$ cat src/fwg_pkg.sv
// Constants and types for the flash write guard and security block.
// Assumes a byte-wide special register bus and a 16-bit code space.
package fwg_pkg;
  // Special register addresses.
  localparam logic [7:0] ADDR_PSC = 8'h8f;
  localparam logic [7:0] ADDR_SCL = 8'hb6;
  localparam logic [7:0] ADDR_KEY = 8'hb7;
  // Field positions and reset values.
  localparam int WE_BIT = 0;
  localparam int EE_BIT = 1;
  localparam int RT_BIT = 4;
  localparam logic RST_BIT = 1'b0;
  localparam logic [7:0] RD_ZERO = 8'h00;
  // Key codes.
  localparam logic [7:0] KEY_FIRST = 8'ha5;
  localparam logic [7:0] KEY_SECOND = 8'hf1;
  // Flash map, 512-byte pages.
  localparam int PG_LSB = 9;
  localparam logic [15:0] LPG_BASE = 16'h1c00;
  localparam logic [15:0] LPG_LAST = 16'h1dff;
  localparam logic [15:0] LOCK_BYTE_ADDR = 16'h1dff;
  localparam logic [15:0] RSV_BASE = 16'h1e00;
  localparam logic [15:0] RSV_LAST = 16'h1fff;
  // Debug port commands.
  localparam logic [1:0] DBG_RD = 2'h0;
  localparam logic [1:0] DBG_WR = 2'h1;
  localparam logic [1:0] DBG_ER = 2'h2;
  localparam logic [1:0] DBG_DEV_ER = 2'h3;
  // Key state as read back from the key register.
  typedef enum logic [1:0] {
    KEY_LOCKED = 2'h0,
    KEY_HALF = 2'h1,
    KEY_OPEN = 2'h2,
    KEY_DEAD = 2'h3
  } fwg_key_t;
  typedef enum logic [2:0] {
    ST_IDLE = 3'h1,
    ST_BUSY = 3'h2,
    ST_ERR = 3'h4
  } fwg_st_t;
endpackage

$ cat src/fwg_top.sv
// Flash write guard: enables, key sequence, page security checks.
// Assumes core, debug port and flash macro all run on I_CLK.
//
// Contract
// - external move reads always hit xdata ram
// - modify needs write enable, erase both
// - lock byte complement gives locked pages
// - any lock also locks lock-byte page
// - lock-byte page is 0x1c00 to 0x1dff
// - debug accesses unlocked pages, never locked
// - debug reads lock byte only unlocked
// - device erase clears everything including locks
// - nobody may lock additional pages
// - reserved area never accessed
// - unlocked code faulting on locked resets
// - unlocked code uses lock page if unlocked
// - firmware erase of lock page resets
// - locked code accesses all other pages
// - locked code reads, writes lock page
// - lock byte readable, never unlockable by firmware
// - control bits one and zero
// - both enables erase addressed page
// - two key codes open one operation
// - bad key or early op disables
// - key register reads lock state
// - reserved area 0x1e00 to 0x1fff
// - writes clear bits, erase fills ones
// - hardware times ops, core stalls
`timescale 1ns/1ps
`default_nettype none
module fwg_top (
  input wire logic I_CLK, // Core clock
  input wire logic I_RESET_N, // Device reset, active low
  input wire logic [7:0] I_SFR_ADDR, // Register address
  input wire logic I_SFR_WR, // Register write strobe
  input wire logic [7:0] I_SFR_WDATA, // Register write data
  output logic [7:0] O_SFR_RDATA, // Register read data
  input wire logic I_XW_REQ, // External move write pulse
  input wire logic [15:0] I_XW_ADDR, // External move address
  input wire logic [7:0] I_XW_DATA, // External move data
  output logic O_XDATA_RAM_WR, // Write routed to xdata ram
  output logic O_CORE_STALL, // Core stalled for flash op
  input wire logic I_CR_REQ, // Code move read pulse
  input wire logic [15:0] I_CR_ADDR, // Code move address
  input wire logic [15:0] I_PC_ADDR, // Executing address
  input wire logic I_DBG_REQ, // Debug command pulse
  input wire logic [1:0] I_DBG_CMD, // Debug command
  input wire logic [15:0] I_DBG_ADDR, // Debug address
  input wire logic [7:0] I_DBG_DATA, // Debug write data
  output logic O_DBG_ACK, // Debug command done
  output logic O_DBG_DENY, // Debug command refused
  input wire logic [7:0] I_LOCK_BYTE, // Lock byte from flash
  output logic O_FL_RD, // Flash read start
  output logic O_FL_WR, // Flash byte write start
  output logic O_FL_ERASE, // Flash page erase start
  output logic O_FL_MASS, // Flash full erase start
  output logic [15:0] O_FL_ADDR, // Flash address
  output logic [7:0] O_FL_WDATA, // Flash write data
  input wire logic I_FL_DONE, // Flash op complete
  output logic O_READ_TIME_SEL, // Flash read time bit
  output logic O_FLASH_ERR_RST // Flash error reset pulse
);
  logic we_ff;
  logic ee_ff;
  logic rt_ff;
  logic own_core_ff;
  fwg_pkg::fwg_key_t key_ff;
  fwg_pkg::fwg_key_t nxt_key;
  fwg_pkg::fwg_st_t st_ff;
  fwg_pkg::fwg_st_t nxt_st;
  logic xw_lk, xw_lp, xw_rs;
  logic cr_lk, cr_rs;
  logic pc_lk;
  logic dbg_lk, dbg_rs;
  logic any_lk;
  logic idle, err, key_wr, xw_fl;
  logic wr_fault, er_fault, cr_fault, core_fault;
  logic core_try, core_bad_key, core_blk, core_go;
  logic dbg_take, dbg_mass, dbg_deny, dbg_go;
  logic done;

  fwg_page_check u_xw_chk (
    .i_addr(I_XW_ADDR),
    .i_lock_byte(I_LOCK_BYTE),
    .o_locked(xw_lk),
    .o_lock_page(xw_lp),
    .o_reserved(xw_rs),
    .o_any_locked(any_lk)
  );
  fwg_page_check u_cr_chk (
    .i_addr(I_CR_ADDR),
    .i_lock_byte(I_LOCK_BYTE),
    .o_locked(cr_lk),
    .o_lock_page(),
    .o_reserved(cr_rs),
    .o_any_locked()
  );
  fwg_page_check u_pc_chk (
    .i_addr(I_PC_ADDR),
    .i_lock_byte(I_LOCK_BYTE),
    .o_locked(pc_lk),
    .o_lock_page(),
    .o_reserved(),
    .o_any_locked()
  );
  fwg_page_check u_dbg_chk (
    .i_addr(I_DBG_ADDR),
    .i_lock_byte(I_LOCK_BYTE),
    .o_locked(dbg_lk),
    .o_lock_page(),
    .o_reserved(dbg_rs),
    .o_any_locked()
  );

  // Access decisions for firmware and the debug port.
  always_comb begin
    idle = st_ff == fwg_pkg::ST_IDLE;
    err = st_ff == fwg_pkg::ST_ERR;
    done = (st_ff == fwg_pkg::ST_BUSY) && I_FL_DONE;
    key_wr = I_SFR_WR && (I_SFR_ADDR == fwg_pkg::ADDR_KEY);
    xw_fl = I_XW_REQ && we_ff;
    // Unlocked code may not touch locked pages, lock page included.
    wr_fault = xw_rs || (!pc_lk && xw_lk);
    er_fault = wr_fault || xw_lp;
    // The lock byte itself is always readable by firmware.
    cr_fault = I_CR_REQ && (cr_rs || (!pc_lk && cr_lk &&
               (I_CR_ADDR != fwg_pkg::LOCK_BYTE_ADDR)));
    core_try = idle && xw_fl && (key_ff == fwg_pkg::KEY_OPEN);
    core_bad_key = idle && xw_fl && (key_ff != fwg_pkg::KEY_OPEN);
    core_fault = (core_try && (ee_ff ? er_fault : wr_fault)) ||
                 (idle && cr_fault);
    // Writing the lock byte while locks stand would add locks.
    core_blk = core_try && !core_fault && !ee_ff &&
               (I_XW_ADDR == fwg_pkg::LOCK_BYTE_ADDR) && any_lk;
    core_go = core_try && !core_fault && !core_blk;
    dbg_take = idle && I_DBG_REQ && !xw_fl && !cr_fault;
    dbg_mass = I_DBG_CMD == fwg_pkg::DBG_DEV_ER;
    dbg_deny = dbg_take && !dbg_mass && (dbg_rs || dbg_lk ||
               ((I_DBG_ADDR == fwg_pkg::LOCK_BYTE_ADDR) && any_lk));
    dbg_go = dbg_take && !dbg_deny;
  end

  // Control and read-time registers; a flash error clears them.
  always_ff @(posedge I_CLK or negedge I_RESET_N) begin
    if (!I_RESET_N) begin
      we_ff <= fwg_pkg::RST_BIT;
      ee_ff <= fwg_pkg::RST_BIT;
      rt_ff <= fwg_pkg::RST_BIT;
    end else if (err) begin
      we_ff <= fwg_pkg::RST_BIT;
      ee_ff <= fwg_pkg::RST_BIT;
      rt_ff <= fwg_pkg::RST_BIT;
    end else if (I_SFR_WR) begin
      if (I_SFR_ADDR == fwg_pkg::ADDR_PSC) begin
        we_ff <= I_SFR_WDATA[fwg_pkg::WE_BIT];
        ee_ff <= I_SFR_WDATA[fwg_pkg::EE_BIT];
      end
      if (I_SFR_ADDR == fwg_pkg::ADDR_SCL) begin
        rt_ff <= I_SFR_WDATA[fwg_pkg::RT_BIT];
      end
    end
  end

  // Key sequence.
  always_comb begin
    nxt_key = key_ff;
    if (err) begin
      nxt_key = fwg_pkg::KEY_LOCKED;
    end else if (core_bad_key) begin
      nxt_key = fwg_pkg::KEY_DEAD;
    end else if (core_blk || (done && own_core_ff)) begin
      nxt_key = fwg_pkg::KEY_LOCKED;
    end else if (key_wr) begin
      case (key_ff)
        fwg_pkg::KEY_LOCKED: begin
          nxt_key = (I_SFR_WDATA == fwg_pkg::KEY_FIRST) ?
                    fwg_pkg::KEY_HALF : fwg_pkg::KEY_DEAD;
        end
        fwg_pkg::KEY_HALF: begin
          nxt_key = (I_SFR_WDATA == fwg_pkg::KEY_SECOND) ?
                    fwg_pkg::KEY_OPEN : fwg_pkg::KEY_DEAD;
        end
        default: begin
          nxt_key = fwg_pkg::KEY_DEAD;
        end
      endcase
    end
  end

  always_ff @(posedge I_CLK or negedge I_RESET_N) begin
    if (!I_RESET_N) begin
      key_ff <= fwg_pkg::KEY_LOCKED;
    end else begin
      key_ff <= nxt_key;
    end
  end

  // Operation sequencer; the flash macro times each operation.
  always_comb begin
    nxt_st = st_ff;
    case (st_ff)
      fwg_pkg::ST_IDLE: begin
        if (core_fault) begin
          nxt_st = fwg_pkg::ST_ERR;
        end else if (core_go || dbg_go) begin
          nxt_st = fwg_pkg::ST_BUSY;
        end
      end
      fwg_pkg::ST_BUSY: begin
        if (I_FL_DONE) begin
          nxt_st = fwg_pkg::ST_IDLE;
        end
      end
      fwg_pkg::ST_ERR: begin
        nxt_st = fwg_pkg::ST_IDLE;
      end
      default: begin
        nxt_st = fwg_pkg::ST_IDLE;
      end
    endcase
  end

  always_ff @(posedge I_CLK or negedge I_RESET_N) begin
    if (!I_RESET_N) begin
      st_ff <= fwg_pkg::ST_IDLE;
      own_core_ff <= 1'b0;
    end else begin
      st_ff <= nxt_st;
      if (core_go || dbg_go) begin
        own_core_ff <= core_go;
      end
    end
  end

  // Flash macro commands. The cell array only clears bits on a
  // write and fills a page with 0xff on erase.
  always_ff @(posedge I_CLK or negedge I_RESET_N) begin
    if (!I_RESET_N) begin
      O_FL_RD <= 1'b0;
      O_FL_WR <= 1'b0;
      O_FL_ERASE <= 1'b0;
      O_FL_MASS <= 1'b0;
      O_FL_ADDR <= 16'h0000;
      O_FL_WDATA <= 8'h00;
    end else begin
      O_FL_RD <= dbg_go && (I_DBG_CMD == fwg_pkg::DBG_RD);
      O_FL_WR <= (core_go && !ee_ff) ||
                 (dbg_go && (I_DBG_CMD == fwg_pkg::DBG_WR));
      O_FL_ERASE <= (core_go && ee_ff) ||
                    (dbg_go && (I_DBG_CMD == fwg_pkg::DBG_ER));
      O_FL_MASS <= dbg_go && dbg_mass;
      if (core_go) begin
        O_FL_ADDR <= I_XW_ADDR;
        O_FL_WDATA <= I_XW_DATA;
      end else if (dbg_go) begin
        O_FL_ADDR <= I_DBG_ADDR;
        O_FL_WDATA <= I_DBG_DATA;
      end
    end
  end

  // Core-facing, debug and register read outputs.
  always_ff @(posedge I_CLK or negedge I_RESET_N) begin
    if (!I_RESET_N) begin
      O_XDATA_RAM_WR <= 1'b0;
      O_CORE_STALL <= 1'b0;
      O_DBG_ACK <= 1'b0;
      O_DBG_DENY <= 1'b0;
      O_FLASH_ERR_RST <= 1'b0;
      O_READ_TIME_SEL <= 1'b0;
      O_SFR_RDATA <= 8'h00;
    end else begin
      // External move reads never reach this block; they stay in ram.
      O_XDATA_RAM_WR <= I_XW_REQ && !we_ff;
      O_CORE_STALL <= nxt_st == fwg_pkg::ST_BUSY;
      O_DBG_ACK <= done && !own_core_ff;
      O_DBG_DENY <= dbg_deny;
      O_FLASH_ERR_RST <= idle && core_fault;
      O_READ_TIME_SEL <= rt_ff;
      case (I_SFR_ADDR)
        fwg_pkg::ADDR_PSC: begin
          O_SFR_RDATA <= {6'h00, ee_ff, we_ff};
        end
        fwg_pkg::ADDR_SCL: begin
          O_SFR_RDATA <= {3'h0, rt_ff, 4'h0};
        end
        fwg_pkg::ADDR_KEY: begin
          O_SFR_RDATA <= {6'h00, key_ff};
        end
        default: begin
          O_SFR_RDATA <= fwg_pkg::RD_ZERO;
        end
      endcase
    end
  end

  AST_KEY_FIRST: assert property (@(posedge I_CLK) disable iff (!I_RESET_N)
    key_wr && idle && !xw_fl && key_ff == fwg_pkg::KEY_LOCKED &&
    I_SFR_WDATA == fwg_pkg::KEY_FIRST |=> key_ff == fwg_pkg::KEY_HALF)
    else $error("first key code not taken");

  AST_KEY_BAD: assert property (@(posedge I_CLK) disable iff (!I_RESET_N)
    key_wr && idle && !xw_fl && !cr_fault && key_ff == fwg_pkg::KEY_LOCKED &&
    I_SFR_WDATA != fwg_pkg::KEY_FIRST |=> key_ff == fwg_pkg::KEY_DEAD)
    else $error("wrong key did not disable flash");

  AST_EARLY_OP: assert property (@(posedge I_CLK) disable iff (!I_RESET_N)
    idle && xw_fl && key_ff != fwg_pkg::KEY_OPEN
    |=> key_ff == fwg_pkg::KEY_DEAD && !O_FL_WR && !O_FL_ERASE)
    else $error("operation while locked did not disable flash");

  AST_ERASE_EN: assert property (@(posedge I_CLK) disable iff (!I_RESET_N)
    O_FL_ERASE && own_core_ff |-> $past(ee_ff) && $past(we_ff))
    else $error("erase without both enables");

  AST_RELOCK: assert property (@(posedge I_CLK) disable iff (!I_RESET_N)
    done && own_core_ff
    |=> key_ff == fwg_pkg::KEY_LOCKED)
    else $error("key not relocked after operation");

  AST_LPG_ERASE: assert property (@(posedge I_CLK) disable iff (!I_RESET_N)
    core_try && ee_ff && xw_lp |=> O_FLASH_ERR_RST && !O_FL_ERASE)
    else $error("lock page erase did not reset");

  AST_ERR_CLEAR: assert property (@(posedge I_CLK) disable iff (!I_RESET_N)
    O_FLASH_ERR_RST |=> !we_ff && !ee_ff && key_ff == fwg_pkg::KEY_LOCKED)
    else $error("flash error left controls set");

  AST_DBG_LOCKED: assert property (@(posedge I_CLK) disable iff (!I_RESET_N)
    dbg_take && dbg_lk && !dbg_mass |=> O_DBG_DENY ##1 st_ff == fwg_pkg::ST_IDLE)
    else $error("debug access to locked page not refused");

  AST_RSV: assert property (@(posedge I_CLK) disable iff (!I_RESET_N)
    O_FL_RD || O_FL_WR || O_FL_ERASE |-> O_FL_ADDR < fwg_pkg::RSV_BASE)
    else $error("reserved area accessed");

  AST_STALL: assert property (@(posedge I_CLK) disable iff (!I_RESET_N)
    core_go |=> O_CORE_STALL && st_ff == fwg_pkg::ST_BUSY)
    else $error("core not stalled during flash operation");
endmodule
`default_nettype wire

$ cat src/fwg_page_check.sv
// Classifies one flash address against the security lock byte.
// Assumes the lock byte value is stable while it is read.
`timescale 1ns/1ps
`default_nettype none
module fwg_page_check (
  input wire logic [15:0] i_addr, // Address under test
  input wire logic [7:0] i_lock_byte, // Current lock byte
  output logic o_locked, // Address is in a locked page
  output logic o_lock_page, // Address is in the lock-byte page
  output logic o_reserved, // Address is in the reserved area
  output logic o_any_locked // At least one page is locked
);
  logic [7:0] n_pages;
  logic [7:0] page;

  always_comb begin
    n_pages = ~i_lock_byte;
    page = {1'b0, i_addr[15:fwg_pkg::PG_LSB]};
    o_any_locked = n_pages != 8'h00;
    o_reserved = i_addr >= fwg_pkg::RSV_BASE;
    o_lock_page = (i_addr >= fwg_pkg::LPG_BASE) &&
                  (i_addr <= fwg_pkg::LPG_LAST);
    // The lock-byte page follows any other lock.
    o_locked = !o_reserved && ((page < n_pages) ||
               (o_lock_page && o_any_locked));
  end
endmodule
`default_nettype wire

$ cat config.mk
export PLATFORM = sky130hd
export DESIGN_NAME = fwg_top
export DESIGN_NICKNAME = d
export VERILOG_FILES = /design/src/fwg_pkg.sv /design/src/fwg_top.sv /design/src/fwg_page_check.sv
export SDC_FILE = /design/constraint.sdc
export NUM_CORES = 1
export LEC_CHECK = 0
export ABC_AREA = 1
export BUFFER_PORTS_ARGS = -buffer_cell sky130_fd_sc_hd__buf_2
export CORE_ASPECT_RATIO = 0.9
export CORE_MARGIN = 2
export CORE_UTILIZATION = 40
export DETAILED_ROUTE_END_ITERATION = 12
export PLACE_DENSITY = 0.75
export SLEW_MARGIN = 20
export SYNTH_ARGS = -nofsm -noshare
export SYNTH_HDL_FRONTEND = slang
export SYNTH_SLANG_ARGS = --single-unit
$ cat constraint.sdc
create_clock -name I_CLK -period 2.3 [get_ports I_CLK]
set_clock_uncertainty 0.1 [all_clocks]
set_input_delay 0.46 -clock I_CLK [delete_from_list [all_inputs] [get_ports I_CLK]]
set_output_delay 0.46 -clock I_CLK [all_outputs]
set_load 0.01 [all_outputs]
# Word level (Yosys, flattened, before mapping)
# Cells that the tools add are included.
# word_totals
register_bits	51
out_inout_bits	42
in_bits	113
# classes
muxes	26
magnitude_cmp	16
eq_ne	18
n_reduce_logical	84
n_bitwise	1
# op_table
cell	n
16-bit by 13-bit >= comparator with 1-bit output (second input constant)	8
16-bit by 13-bit <= comparator with 1-bit output (second input constant)	4
1-bit logical AND	46
8-bit == test (second input constant)	5
16-bit by 13-bit == test with 1-bit output (second input constant)	2
7-bit by 8-bit < comparator with 1-bit output	4
16-bit 2-to-1 mux	2
8-bit 2-to-1 mux	2
16-bit by 13-bit != test with 1-bit output (second input constant)	1
5-bit case mux with 3 select lines	1
1-bit logical NOT	14
1-bit logical OR	14
1-bit 2-to-1 mux	11
2-bit 2-to-1 mux	5
3-bit 2-to-1 mux	3
8-bit inverter	1
2-bit nonzero test	4
8-bit nonzero test	1
2-bit == test (second input constant)	3
3-bit by 2-bit == test with 1-bit output (second input constant)	2
3-bit case mux with 2 select lines	1
2-bit by 1-bit == test with 1-bit output (second input constant)	2
2-bit logical NOT	2
2-bit case mux with 2 select lines	1
5 further kinds	6

# Logic depth before layout (Yosys ltp)
# depth
word_depth	24
mapped_depth	20
ltp_nobuf	19

# Modules after synthesis
# A second synthesis with hierarchy kept.
# unflattened
cells_unflattened	476
area_unflattened_um2	3502.1
# by_module_without_submodules
module	area_each_um2	n_inst	cells_each	seq_area_each_um2
fwg_top	2601.2	1	340	1152.4
fwg_page_check	225.2	4	34	0.0

# Worst setup path after synthesis
# OpenSTA, ideal clock, no wires.
# synth_path
path_type	input-to-reg
start	input I_PC_ADDR[14]
end	register O_FL_ADDR[11]
path_stages	18
arrival_time_ns	2.042
slack_ns	0.041
path_cell_list	ha_1 a21oi_1 nor2_1 a21oi_1 nand2_1 nand2_1 nand2_2 nand2_2 nand2_4 nand3_4 nand3_2 nor2_4 inv_6 nand2_8 inv_6 buf_8 nand2_2 nand2_1
# synth_via
elab_chain_cells	20
elab_cells_between_ends	36
classes_between	order compare: 4; mux: 2; reduce/logical: 30
# synth_lines
element	line	source
start, declared	fwg_top.sv:45	input wire logic [15:0] I_PC_ADDR,
16-bit by 13-bit >= comparator with 1-bit output / 16-bit by 13-bit <= comparator with 1-bit output (equally long branches)	fwg_page_check.sv:21, fwg_page_check.sv:22	
1-bit logical AND	fwg_page_check.sv:21	o_lock_page = (i_addr >= fwg_pkg::LPG_BASE) &&
1-bit logical AND	fwg_page_check.sv:25	(o_lock_page && o_any_locked));
1-bit logical OR	fwg_page_check.sv:24	o_locked = !o_reserved && ((page < n_pages) ||
1-bit logical AND *	fwg_page_check.sv:24	
1-bit logical NOT *	fwg_top.sv:123, fwg_top.sv:126	
1-bit logical AND, on equally long branches	fwg_top.sv:123, fwg_top.sv:126	
1-bit logical OR / 1-bit logical AND (equally long branches)	fwg_top.sv:123, fwg_top.sv:126	
(+3 left out)	n/a	
1-bit logical OR	fwg_top.sv:130	core_fault = (core_try && (ee_ff ? er_fault : wr_fault)) ||
1-bit logical NOT	fwg_top.sv:133, fwg_top.sv:135	
1-bit logical AND	fwg_top.sv:133, fwg_top.sv:135	
1-bit logical AND (2 in series)	fwg_top.sv:133	core_blk = core_try && !core_fault && !ee_ff &&
1-bit logical AND	fwg_top.sv:134	(I_XW_ADDR == fwg_pkg::LOCK_BYTE_ADDR) && any_lk;
1-bit logical NOT	fwg_top.sv:135	core_go = core_try && !core_fault && !core_blk;
1-bit logical AND	fwg_top.sv:135	
16-bit 2-to-1 mux / 2-bit nonzero test (equally long branches)	n/a	
end signal, assigned	fwg_top.sv:243	O_FL_ADDR <= 16'h0000;
end signal, assigned	fwg_top.sv:253	O_FL_ADDR <= I_XW_ADDR;
end signal, assigned	fwg_top.sv:256	O_FL_ADDR <= I_DBG_ADDR;
end, declared	fwg_top.sv:57	output logic [15:0] O_FL_ADDR,
# Every way passes the cells marked *; elsewhere a longest branch is shown, timed or not.
# A chain may end at the register's enable or synchronous reset.

# Worst setup path after layout
# layout_path
start	input I_CR_ADDR[14]
end	register key_ff[0]
# layout_via
elab_chain_cells	20
elab_cells_between_ends	26
classes_between	order compare: 4; eq/ne: 1; mux: 3; reduce/logical: 18
# layout_lines
element	line	source
start, declared	fwg_top.sv:44	input wire logic [15:0] I_CR_ADDR,
16-bit by 13-bit >= comparator with 1-bit output / 16-bit by 13-bit <= comparator with 1-bit output (equally long branches)	fwg_page_check.sv:21, fwg_page_check.sv:22	
1-bit logical AND	fwg_page_check.sv:21	
1-bit logical AND	fwg_page_check.sv:25	
1-bit logical OR	fwg_page_check.sv:24	
1-bit logical AND	fwg_page_check.sv:24	
1-bit logical AND (2 in series)	fwg_top.sv:126	cr_fault = I_CR_REQ && (cr_rs || (!pc_lk && cr_lk &&
1-bit logical OR *	fwg_top.sv:126	
1-bit logical AND *	fwg_top.sv:126	
1-bit logical AND *	fwg_top.sv:131	(idle && cr_fault);
1-bit logical OR *	fwg_top.sv:130	
1-bit logical NOT *	fwg_top.sv:133	
1-bit logical AND * (3 in series)	fwg_top.sv:133	
1-bit logical AND *	fwg_top.sv:134	
1-bit logical OR *	fwg_top.sv:171	end else if (core_blk || (done && own_core_ff)) begin
2-bit 2-to-1 mux	fwg_top.sv:171	
2-bit 2-to-1 mux	fwg_top.sv:169	end else if (core_bad_key) begin
2-bit 2-to-1 mux	fwg_top.sv:167	if (err) begin
end signal, assigned	fwg_top.sv:192	key_ff <= fwg_pkg::KEY_LOCKED;
end signal, assigned	fwg_top.sv:194	key_ff <= nxt_key;
end, declared	fwg_top.sv:67	fwg_pkg::fwg_key_t key_ff;
# Marked as above.

==> impl_metrics.toml <==
[outcome]
status = "finished, final reports clean"

[sta]
fin_crit_ns = 2.18
max_freq_ghz = 0.458
slew_headroom_pct = 65.5
post-route-period-util_pct = 94.8
timing.setup.tns_ns = 0
finalMaxSlewViolations = 0
finalHoldViolations = 0
finalSetupViolCount = 0
worst_pin_slew_ns = 0.517

[job]
max-cap-violations = 0

[setup_path]
cp_max_fo = 5
path_class = "input port to flop"
startpoint_type = "input port"
critPathCaptureType = "flop"
worstPathRequired_ns = 2.40
critical_path_arrival_ns = 2.28

[grt]
antenna_found_initial = 0
grt_usage_pct = 19.3
grt_max_degree = 26
grt_overflow = 0
grt_pass1_wl_um = 14200
grt_pass1_vias = 3293

[power]
power_mw = 2.89
vdd_drop_max_mv = 0.247
leakage_nw = 2.69
power.density_nw_per_um2 = 619

[placed_design]
dpl.hpwl_um = 7240
port_buffers = 140
gp_congestion = 0.837

[synthesis]
yosysSeqAreaShare_pct = 34.8
synth.distinct_cells = 38
syn_avg_cell_area_um2 = 7.16
ys_async_sr_fraction_pct = 100
yosys_warnings = 0
synth_edf_count = 0
netlist_area_um2 = 3310
synthCells = 462
ys_ff_latch = 46
synth_flop_cell = "dfrtp_1"

[cells_and_area]
syn_to_final_growth_pct = 41.2
fillers = 769
drive_above_1_share_pct = 34.9
nets = 775
antennaDiodeCount = 0

[floorplan]
die_y_um = 90.3
io_pins = 155
initial_core_util_pct = 41.2
core_um2 = 8030
die_area_um2 = 9010
die_w_um = 99.9
num_rows = 31

[clock_tree]
clockRootBuffer = "clkbuf_8"
cts_made_buffers = 5
holdBufCountCts = 0
clk_path_buf_depth = 2
cts_sinks = 46
worstSkewPairLatency_ns = 0.30
cts.clk_slew.worst_paths_ns = 0.09
h-tree-depth = 2
cts_tree = "built"

[route]
dr_total_vias = 3505
dr.pass1.iters = 4
antenna_left = 0
finalWirelength_um = 9050
drt-initial-drc-count = 96
viasPerCell = 4.75
post_drt_wl_per_cell_um = 12.3
remaining_drc_errors = 0

[hold_path]
hp-class = "input port to async pin"
-- sequential cells by signal, summed over array words and instances, names as in the netlist, 2 cells and up --
signal	cells
st_ff	3
O_FL_ADDR	16
O_SFR_RDATA	3
O_FL_WDATA	8
key_ff	2
-- worst max-delay path: stages --
cell	delay, ns
buf_2	0.11
ha_1	0.30
a21oi_1	0.13
nor2_1	0.06
a21oi_1	0.11
nand2_1	0.09
a21oi_2	0.13
nand2_2	0.08
nand2_4	0.08
nand3_4	0.08
buf_4	0.16
nand4_1	0.17
nand3_1	0.11
nand2_1	0.07
inv_1	0.06
nand2_1	0.05
nand2_1	0.04
-- layer usage --
metal,share of wire (%),routed length [µm],GRT usage (%),vias to the layer above
met1,43,3860,23.3,1586
met5,0,0,0,-
met3,5.4,485,3.48,4
met4,0.72,65,4.45,0
li1,-,-,-,1813
met2,51,4640,35.4,102
-- metrics by stage --
stage	cell area, µm²	hold WS [ns]	util [%]	worst slack [ns]	instances
final	4670	0.0192	58.2	0.118	738
after global routing	4670	0.0437	58.2	-0.00621	738
after CTS	4440	0.0287	55.3	0.0683	733
after detailed placement	4350	0.268	54.2	-0.247	725
after global placement	4350	0.271	54.2	-0.205	725
after floorplan	3320	0.0644	-	0.0406	466
-- report_power, final --
| part | internal (mW) | total, mW | switching, mW |
|---|---|---|---|
| clock network | 0.215 | 0.500 | 0.285 |
| registers | 1.07 | 1.22 | 0.148 |
| logic | 0.540 | 1.17 | 0.631 |
| total | 1.83 | 2.89 | 1.06 |
-- repair_timing --
| item | 4_1_cts | 5_1_grt |
|---|---|---|
| buffers inserted | 0 | 3 |
| resized for setup | 0 | 37 |
| endpoints found under the hold margin | 0 | 0 |
| endpoints found under the setup margin | 0 | 23 |
-- cell families (layout without fill, tap and decap cells) --
family	count (synthesis)	in the layout	share of synthesized area, %
buf+inv	96	269	13.2
other cells	1	5	0.113
simple gates	255	255	35.3
compound gates	40	40	7.49
flops	46	46	34.8
fa+ha+maj	24	24	9.08
-- layout by cell type (no fill, tap or decap), types with 6 or more instances in the layout --
cell,synthesis,final
nand2_1,127,127
nor4_1,6,6
o21ai_0,14,13
nor2_1,41,40
nand4_1,13,13
nand2_2,10,10
ha_1,24,16
buf_2,4,132
a21oi_1,14,12
inv_1,79,79
ha_4,0,8
nand3_1,41,40
dfrtp_1,45,45
buf_4,7,34
-- worst paths after layout --
kind,startpoint,end,slack (ns),cells after the start
min in group I_CLK,I_XW_REQ,O_XDATA_RAM_WR,0.26,3
max in group asynchronous,I_RESET_N,st_ff[0],1.48,2
worst min-delay path,I_RESET_N,O_FL_ADDR[7],0.02,1
worst max register to register,st_ff[0],O_FL_ADDR[5],0.24,11
worst min register to register,rt_ff,O_READ_TIME_SEL,0.29,0
worst max-delay path,I_CR_ADDR[14],key_ff[0],0.12,17
-- synthesized netlist by cell type (2+ instances only) --
library cell | count | area share (%)
buf_4 | 7 | 1.6
ha_1 | 24 | 9.1
o211ai_1 | 2 | 0.45
o21ai_0 | 14 | 2.1
nand2_2 | 10 | 1.9
o21bai_1 | 2 | 0.45
o211a_1 | 2 | 0.61
nand2_1 | 127 | 14
a21oi_1 | 14 | 2.1
nor3_1 | 5 | 0.76
o22ai_1 | 2 | 0.38
buf_6 | 3 | 1.0
nor2_1 | 41 | 4.7
nand3_1 | 41 | 6.2
inv_1 | 79 | 9.0
inv_6 | 2 | 0.53
nor4_1 | 6 | 1.1
dfrtp_1 | 45 | 34
nand3b_1 | 2 | 0.45
nand4_1 | 13 | 2.5
buf_2 | 4 | 0.61
-- cell type report --
type	count	area [µm²]	share of cell area [%]
multi-input combinational	324	1870	40.1
sequential	46	1150	24.7
timing repair buffer	180	1120	24.0
inverter	81	317	6.78
tap	99	124	2.65
clock buffer	6	72.6	1.55
clock inverter	2	13.8	0.295
No activity file was read; power rests on OpenSTA's default activity.
